--- config.mk ---
export PLATFORM = sky130hd
export DESIGN_NAME = sync_sram_byte_write_decode
export DESIGN_NICKNAME = d
export VERILOG_FILES = /design/src/shared/sram_write_pkg.sv /design/src/hw/sync_sram_byte_write_decode.sv
export VERILOG_INCLUDE_DIRS = /design/src /design/src/shared
export SDC_FILE = /design/constraint.sdc
export NUM_CORES = 1
export LEC_CHECK = 0
export BUFFER_PORTS_ARGS = -buffer_cell sky130_fd_sc_hd__buf_2
export CAP_MARGIN = 20
export CORE_MARGIN = 1
export CORE_UTILIZATION = 45
export DETAILED_ROUTE_END_ITERATION = 12
export GPL_ROUTABILITY_DRIVEN = 0
export REMOVE_ABC_BUFFERS = 1
export SLEW_MARGIN = 25
export SYNTH_ARGS = -nofsm -noshare
export SYNTH_HDL_FRONTEND = slang
export SYNTH_SLANG_ARGS = --single-unit
--- constraint.sdc ---
create_clock -name clk -period 4 [get_ports clk]
set_input_delay 1.2 -clock clk [delete_from_list [all_inputs] [get_ports clk]]
set_output_delay 1.2 -clock clk [all_outputs]
set_load 0.01 [all_outputs]
--- src/shared/sram_write_defs.svh ---
/*
 * Constants of the byte-write decode block: lane layout, reset values and timing.
 * Assumes a 25 MHz clock; included by bare name.
 */
`ifndef SRAM_WRITE_DEFS_SVH
`define SRAM_WRITE_DEFS_SVH

`define LANES 4
`define LANE_BITS 9
`define LANE_DATA_BITS 8
`define LANE_PARITY_POS 8
`define WORD_BITS 36
`define ADDR_BITS 4
`define MEM_WORDS 16
`define CLK_PERIOD_NS 40
`define POWER_WAIT_MS 1
`define POWER_WAIT_CYCLES ((`POWER_WAIT_MS * 1000000 + `CLK_PERIOD_NS - 1) / `CLK_PERIOD_NS)
`define SLEEP_CYCLES 2
`define CYCLE_IDLE_RESET 4'h1

`endif

--- src/shared/sram_write_pkg.sv ---
/*
 * Types of the byte-write decode block.
 * Assumes sram_write_defs.svh is on the include path.
 */
`default_nettype none
`include "sram_write_defs.svh"
package sram_write_pkg;
	// one-hot cycle kind held for the data bus drive decision
	typedef enum logic [3:0] {
		CYC_IDLE = 4'h1,
		CYC_READ = 4'h2,
		CYC_WRITE = 4'h4,
		CYC_SLEEP = 4'h8
	} cycle_t;
endpackage
`default_nettype wire

--- src/hw/sync_sram_byte_write_decode.sv ---
/*
 * Write-control decode, lane-masked storage and data-bus drive control of a
 * four-lane synchronous SRAM with parity per lane.
 * Assumes the host meets setup and hold, deselects before sleep and waits
 * out power-up; the bench resolves the data bus from the enables.
 */
// Operation
// RULE1: global write low, or gate low with all selects low, writes all four lanes.
// RULE2: gate low with global write high writes exactly the lanes selected low.
// RULE3: a lane write updates eight data bits and parity; other lanes keep contents.
// RULE4: data pins driven from cycle type and asynchronous output enable, never sampled.
// RULE5: after a write, outputs stay off until a strobe starts a new read.
// RULE6: host deselects the device before asserting sleep request.
// RULE7: on leaving sleep the data pins are held in high impedance.
// RULE8: host waits at least 1 ms after power-up before any access.
// RULE9: write when global write low or gate low with a selected lane; else read.
// RULE10: processor strobe always begins a read regardless of write inputs; the code begins none while asleep.
// RULE11: during writes the output enable is masked so pins stay off.
// RULE12: write controls are sampled with the data on one edge for one word.
`default_nettype none
`include "sram_write_defs.svh"
module sync_sram_byte_write_decode
	import sram_write_pkg::*;
#(
	parameter int POWER_WAIT = `POWER_WAIT_CYCLES
) (
	// clock and reset
	input wire logic clk,
	input wire logic rst,
	// access control
	input wire logic chip_select_n,
	input wire logic processor_addr_strobe_n,
	input wire logic controller_addr_strobe_n,
	input wire logic [`ADDR_BITS-1:0] addr,
	// write control
	input wire logic global_write_n,
	input wire logic byte_write_gate_n,
	input wire logic [`LANES-1:0] lane_write_select_n,
	// data bus, lane i at bits 9i+8..9i, parity at the top of each lane
	input wire logic [`WORD_BITS-1:0] data_in,
	output logic [`WORD_BITS-1:0] data_out,
	output logic data_oe_n,
	// asynchronous pins
	input wire logic output_enable_n,
	input wire logic sleep_request,
	// status
	output logic power_ready,
	output logic asleep
);
	localparam int POWER_CNT_BITS = $clog2(`POWER_WAIT_CYCLES + 1);
	cycle_t cycle_reg;
	cycle_t cycle_next;
	logic [`ADDR_BITS-1:0] addr_reg;
	logic [`WORD_BITS-1:0] data_out_reg;
	logic [2:0] sleep_sync_reg;
	logic sleep_state_reg;
	logic [1:0] sleep_cnt_reg;
	logic [POWER_CNT_BITS-1:0] power_cnt_reg;

	// RULE9 write detect
	wire any_lane = ~&lane_write_select_n;
	wire is_write = ~global_write_n | (~byte_write_gate_n & any_lane);
	wire full_write = ~global_write_n | (~byte_write_gate_n & ~|lane_write_select_n);
	// RULE10 processor strobe forces read
	wire proc_start = ~processor_addr_strobe_n & ~chip_select_n;
	wire ctrl_start = processor_addr_strobe_n & ~controller_addr_strobe_n & ~chip_select_n;
	wire start = proc_start | ctrl_start;
	wire no_strobe = processor_addr_strobe_n & controller_addr_strobe_n;
	wire deselect = chip_select_n & ~no_strobe;
	// a strobeless write only continues an access already open
	wire in_access = (cycle_reg == CYC_READ) | (cycle_reg == CYC_WRITE);
	wire do_write = is_write & ~asleep & (ctrl_start | (no_strobe & in_access));
	// RULE1 full word write
	// RULE2 per-lane selection
	wire [`LANES-1:0] lane_en = full_write ? {`LANES{1'b1}} : ~lane_write_select_n;
	wire [`LANES-1:0] lane_we = {`LANES{do_write}} & lane_en;
	wire [`ADDR_BITS-1:0] wr_addr = ctrl_start ? addr : addr_reg;
	// read sees the word as it stood before this edge's write
	wire [`ADDR_BITS-1:0] rd_addr = start ? addr : addr_reg;
	wire [`WORD_BITS-1:0] rd_word;

	// RULE12 one edge, one word
	// RULE3 masked lane update with parity
	genvar g;
	generate
		for (g = 0; g < `LANES; g++) begin : lane
			// one array per lane keeps each array to a single writer
			logic [`LANE_BITS-1:0] lane_mem [`MEM_WORDS];
			always_ff @(posedge clk) begin
				if (lane_we[g])
					lane_mem[wr_addr] <= data_in[g*`LANE_BITS +: `LANE_BITS];
			end
			assign rd_word[g*`LANE_BITS +: `LANE_BITS] = lane_mem[rd_addr];
		end
	endgenerate

	// RULE5 reads only start on a strobe
	always_comb begin
		cycle_next = cycle_reg;
		if (asleep)
			cycle_next = CYC_SLEEP;
		else if (do_write)
			cycle_next = CYC_WRITE;
		else if (start)
			cycle_next = CYC_READ;
		else if (cycle_reg == CYC_SLEEP)
			cycle_next = CYC_IDLE;
		else if (deselect)
			cycle_next = CYC_IDLE;
	end

	always_ff @(posedge clk) begin
		if (rst) begin
			cycle_reg <= CYC_IDLE;
			addr_reg <= '0;
			data_out_reg <= '0;
		end else begin
			cycle_reg <= cycle_next;
			if (start)
				addr_reg <= addr;
			data_out_reg <= rd_word;
		end
	end

	// sleep pin: three stages, change counts when last two agree
	always_ff @(posedge clk) begin
		if (rst)
			sleep_sync_reg <= '0;
		else
			sleep_sync_reg <= {sleep_sync_reg[1:0], sleep_request};
	end
	wire sleep_seen = sleep_sync_reg[2] & sleep_sync_reg[1];
	wire wake_seen = ~sleep_sync_reg[2] & ~sleep_sync_reg[1];

	// two cycles to enter or leave, as the part allows
	always_ff @(posedge clk) begin
		if (rst) begin
			sleep_state_reg <= 1'b0;
			sleep_cnt_reg <= '0;
		end else if ((sleep_seen && !sleep_state_reg) || (wake_seen && sleep_state_reg)) begin
			if (sleep_cnt_reg == 2'(`SLEEP_CYCLES - 1)) begin
				sleep_state_reg <= ~sleep_state_reg;
				sleep_cnt_reg <= '0;
			end else
				sleep_cnt_reg <= sleep_cnt_reg + 2'h1;
		end else
			sleep_cnt_reg <= '0;
	end
	assign asleep = sleep_state_reg;

	// power-up wait is only reported; the host is expected to honour it
	always_ff @(posedge clk) begin
		if (rst)
			power_cnt_reg <= '0;
		else if (power_cnt_reg != POWER_CNT_BITS'(POWER_WAIT))
			power_cnt_reg <= power_cnt_reg + POWER_CNT_BITS'(1);
	end
	assign power_ready = power_cnt_reg == POWER_CNT_BITS'(POWER_WAIT);

	// RULE4 asynchronous enable gating
	// RULE11 enable masked in writes
	// RULE7 off while asleep and on exit
	wire drive = (cycle_reg == CYC_READ) & ~output_enable_n & ~do_write;
	assign data_oe_n = ~drive;
	assign data_out = data_out_reg;

	// bus drive checks
	a_write_masks_oe: assert property (@(posedge clk) disable iff (rst) // RULE11
		do_write |-> data_oe_n)
		else $error("bus driven during write");
	a_oe_async: assert property (@(posedge clk) disable iff (rst) // RULE4
		output_enable_n |-> data_oe_n)
		else $error("bus driven with enable high");
	a_after_write_off: assert property (@(posedge clk) disable iff (rst) // RULE5
		(cycle_reg == CYC_WRITE && !start && !do_write) |=> data_oe_n)
		else $error("bus driven after write without strobe");
	a_deselect_off: assert property (@(posedge clk) disable iff (rst) // RULE4
		deselect |=> data_oe_n)
		else $error("bus driven after deselect");
	a_sleep_exit_off: assert property (@(posedge clk) disable iff (rst) // RULE7
		$fell(asleep) |-> data_oe_n [*2])
		else $error("bus driven leaving sleep");

	// start and decode checks
	a_proc_read: assert property (@(posedge clk) disable iff (rst) // RULE10
		(proc_start && !asleep) |=> cycle_reg == CYC_READ)
		else $error("strobe did not start read");
	a_proc_no_write: assert property (@(posedge clk) disable iff (rst) // RULE10
		proc_start |-> !do_write)
		else $error("write taken with processor strobe");
	a_read_after_write: assert property (@(posedge clk) disable iff (rst) // RULE5
		(cycle_reg == CYC_WRITE && start && !do_write && !asleep) |=> cycle_reg == CYC_READ)
		else $error("strobe after write did not reopen read");
	a_write_detect: assert property (@(posedge clk) disable iff (rst) // RULE9
		(global_write_n && byte_write_gate_n) |-> !do_write)
		else $error("write without write inputs");
	a_ctrl_write: assert property (@(posedge clk) disable iff (rst) // RULE9
		(ctrl_start && is_write && !asleep) |-> do_write)
		else $error("controller write not taken");

	// storage checks
	a_global_full: assert property (@(posedge clk) disable iff (rst) // RULE1
		(do_write && (!global_write_n || (!byte_write_gate_n && lane_write_select_n == 4'h0)))
		|-> lane_en == 4'hF)
		else $error("full write lost lanes");
	a_global_all: assert property (@(posedge clk) disable iff (rst) // RULE1
		(do_write && !global_write_n)
		|=> lane[3].lane_mem[$past(wr_addr)] == $past(data_in[35:27]))
		else $error("global write missed top lane");
	a_lane_select: assert property (@(posedge clk) disable iff (rst) // RULE2
		(global_write_n && !byte_write_gate_n && any_lane) |-> lane_en == ~lane_write_select_n)
		else $error("lane enables differ from selects");
	a_lane_keep: assert property (@(posedge clk) disable iff (rst) // RULE3
		(do_write && !lane_en[0])
		|=> lane[0].lane_mem[$past(wr_addr)] == $past(lane[0].lane_mem[wr_addr]))
		else $error("unselected lane changed");
	a_parity_lane: assert property (@(posedge clk) disable iff (rst) // RULE3
		(do_write && lane_en[1])
		|=> lane[1].lane_mem[$past(wr_addr)][8] == $past(data_in[17]))
		else $error("lane parity not written");
	a_sample_edge: assert property (@(posedge clk) disable iff (rst) // RULE12
		(do_write && lane_en[0])
		|=> lane[0].lane_mem[$past(wr_addr)] == $past(data_in[8:0]))
		else $error("write not taken on its edge");
endmodule
`default_nettype wire

==> flow_summary_export.csv <==
group,metric,value,unit
status,status,"complete, no violations",
floorplanning,dieHeight,240,µm
critical_path,cp-start-kind,"input pin",
yosys,ys_seq_area_frac,0.731,
sta,fmax,0.294,GHz
sta,maxSlewHeadroom,0.548,
yosys,synthTopCellsByArea,"edfxtp_1, dfxtp_1, a221oi_1, nand2_1, mux2i_1",
yosys,synth_edf_count,576,
power_and_ir_drop,power-per-cell-area,495,nW/µm²
finish,mostFrequentLayoutCell,"edfxtp_1",
run,cap_violations,0,
drt,drc_errors,0,
floorplanning,die-area,57500,µm²
global_routing,grt.overflow.total,0,
placed_design,place_ws,582,ps
placed_design,post_dp_cell_area,27400,µm²
drt,ant_nets,0,
sta,hold_viol_final,0,
yosys,postSynthCellCount,1772,
yosys,synth_top_area_cell,"edfxtp_1",
global_routing,antenna_found_initial,2,
power_and_ir_drop,leakage,10.3,nW
hold_path,hp-class,"reg -> reg",
power_and_ir_drop,vdd_drop_max,295,µV
yosys,ys_ff_latch,641,
critical_path,r2r_end,"lane[3].lane_mem[4][0]",
floorplanning,fp.dieW,240,µm
critical_path,critPathTopFamily,"compound AO/OA/AOI/OAI gates",
finish,syn2layout_area_growth,16.3,%
critical_path,crit_chain,"buf_2, and2_1, a31oi_1, a211oi_2, nand3b_1, buf_2",
sta,clock_skew,16.6,ps
hold_path,min_delay_path_depth,1,
yosys,synth_top_cell_area_share,0.679,
sta,final.setup.tns,0,ps
critical_path,cp-end-kind,"output port",
yosys,ys.flop_type,"edfxtp_1",
clock_network,clk_pin_slew,60,ps
sta,setup_ws,600,ps
global_routing,grt_pass1_vias,15400,
critical_path,cpMostUsedCell,"buf_2",
sta,fin_crit_sh,0.850,
clock_network,numCtsBuffers,67,
yosys,synthesis.area,25500,µm²
sta,slew_violations,0,
sta,tightest_slew,676,ps
global_routing,track_usage,0.229,
yosys,yosysWarnings,0,
critical_path,crit_path_max_fanout,5,
clock_network,postCtsSetupBuffers,0,
drt,routed_wl,64700,µm
critical_path,critPathRequiredTime,2800,ps
critical_path,slowest_stage,"a211oi_2",
clock_network,cts_tree,"yes",
floorplanning,num_io_pins,92,
floorplanning,start_util,0.458,
finish,final_cell_mix,"edfxtp_1, nand2_1, a221oi_1",
drt,wl_per_cell,23.8,µm
yosys,synth_cell_types,51,
floorplanning,placement_rows,86,
finish,design_area,29600,µm²
sta,finalCriticalPeriod,3400,ps
clock_network,clk_path_buf_depth,3,
sta,rsz0062_at_grt,"no",
critical_path,r2r_slack,1500,ps
finish,utilization,0.533,
sta,setup-violations-final,0,
hold_path,holdPathEnd,"sleep_cnt_reg[0]",
yosys,avgSynthCellArea,14.4,µm²
clock_network,clkSinkCount,641,
critical_path,worstRegToRegCells,6,
clock_network,hold_buffers,0,
floorplanning,core-area,55500,µm²
clock_network,cts_root_buffer,"clkbuf_16",
clock_network,clkLatencyLatePin,600,ps
clock_network,htreeDepth,3,
drt,drt_first_pass_iters,5,
critical_path,arrival,2200,ps
drt,initialDrtViolationCount,1346,
drt,num_vias,15700,
power_and_ir_drop,finalPower,14.7,mW
clock_network,ctsResizeCount,0,
yosys,synthArstFlopShare,0,
critical_path,path_class,"in -> out",
placed_design,dp_hpwl,37900,µm
drt,viasPerCell,5.79,
finish,drive_gt1_frac,0.179,
hold_path,worstHoldStart,"sleep_cnt_reg[0]",
finish,largest_reg_flops,576,
critical_path,slowest_delay,230,ps
finish,fillCellCount,4614,
finish,fin_nets,1974,
global_routing,grt_pass1_wl,97100,µm
placed_design,port_buffers,91,
critical_path,path_buf_inv,2,
critical_path,timing.rr.start,"addr_reg[2]",
global_routing,grt_max_degree,58,
## stage by stage
step	cells	hold slack (ps)
after global placement	2597	405
after global routing	2719	452
after CTS	2718	423
after floorplan	1641	397
final	2719	423
after detailed placement	2597	415
## worst reg2reg max path: stages (launching register included)
cell	delay, ps
dfxtp_1	570
buf_4	360
nand2b_1	110
o21ai_0	340
nand2_1	280
nor2_1	290
buf_4	250
## power by group
part / internal (mW) / switching, mW / leakage (nW)
Sequential: 7.36 / 0.0398 / 5.71
Clock: 3.70 / 2.52 / 1.09
Combinational: 0.340 / 0.694 / 3.48
Total: 11.4 / 3.26 / 10.3
## logic make-up after synthesis
family,count (synthesis),share of synthesized area
multiplexers,74,0.0292
flip-flops,641,0.731
XOR/XNOR,11,0.00378
AO/OA/AOI/OAI,433,0.132
AND/OR/NAND/NOR,435,0.0714
adder cells (fa/ha/maj),3,0.00147
buffers and inverters,175,0.0315
## cell usage after synthesis, types with 2 or more instances
library cell and number:
nand2_1 262, dfxtp_1 65, nor2b_1 6, nand4_1 3
nor4_1 2, clkbuf_1 77, a22o_1 2, a311o_1 36
buf_1 3, nor2_1 86, nor3_1 3, nand3b_1 8
a21boi_0 36, o21ai_0 11, a221oi_2 28, a21o_1 4
nand3_1 42, buf_6 6, nand2b_1 6, buf_4 17
mux2i_1 73, edfxtp_1 576, or3_1 6, a221oi_1 116
o21ai_1 36, a31oi_1 37, inv_1 44, o31ai_1 2
buf_2 28, xor2_1 10, a21oi_1 81, a211oi_1 36
and3_1 3, nor3b_1 2, ha_1 3
## per-layer routing
layer / global-route usage / vias to the layer above / routed length [µm]
li1: - / 7148 / -
met1: 0.315 / 7938 / 27800
met2: 0.356 / 552 / 30000
met3: 0.0516 / 103 / 4960
met4: 0.0870 / 2 / 1910
met5: 0 / - / 13
## cell type report
cell class / count / area, µm² / share of cell area
Antenna cell: 1 / 2.50 / 0.0000845
Clock buffer: 92 / 1970 / 0.0665
Sequential cell: 641 / 18600 / 0.628
Tap cell: 748 / 936 / 0.0316
Multi-Input combinational cell: 956 / 6110 / 0.206
Clock inverter: 29 / 251 / 0.00850
Timing Repair Buffer: 208 / 1570 / 0.0531
Inverter: 44 / 165 / 0.00558
## how the worst max path moves through the flow
stage,startpoint,end,slack [ps],cells after the start
6_report,controller_addr_strobe_n,data_oe_n,600,6
2_1_floorplan,processor_addr_strobe_n,data_out[0],-11600,5
3_5_place_dp,chip_select_n,data_out[13],580,9
4_1_cts,controller_addr_strobe_n,data_oe_n,600,6
3_3_place_gp,processor_addr_strobe_n,data_out[6],640,8
5_1_grt,controller_addr_strobe_n,data_oe_n,520,6
No activity file was read; power rests on OpenSTA's default activity.
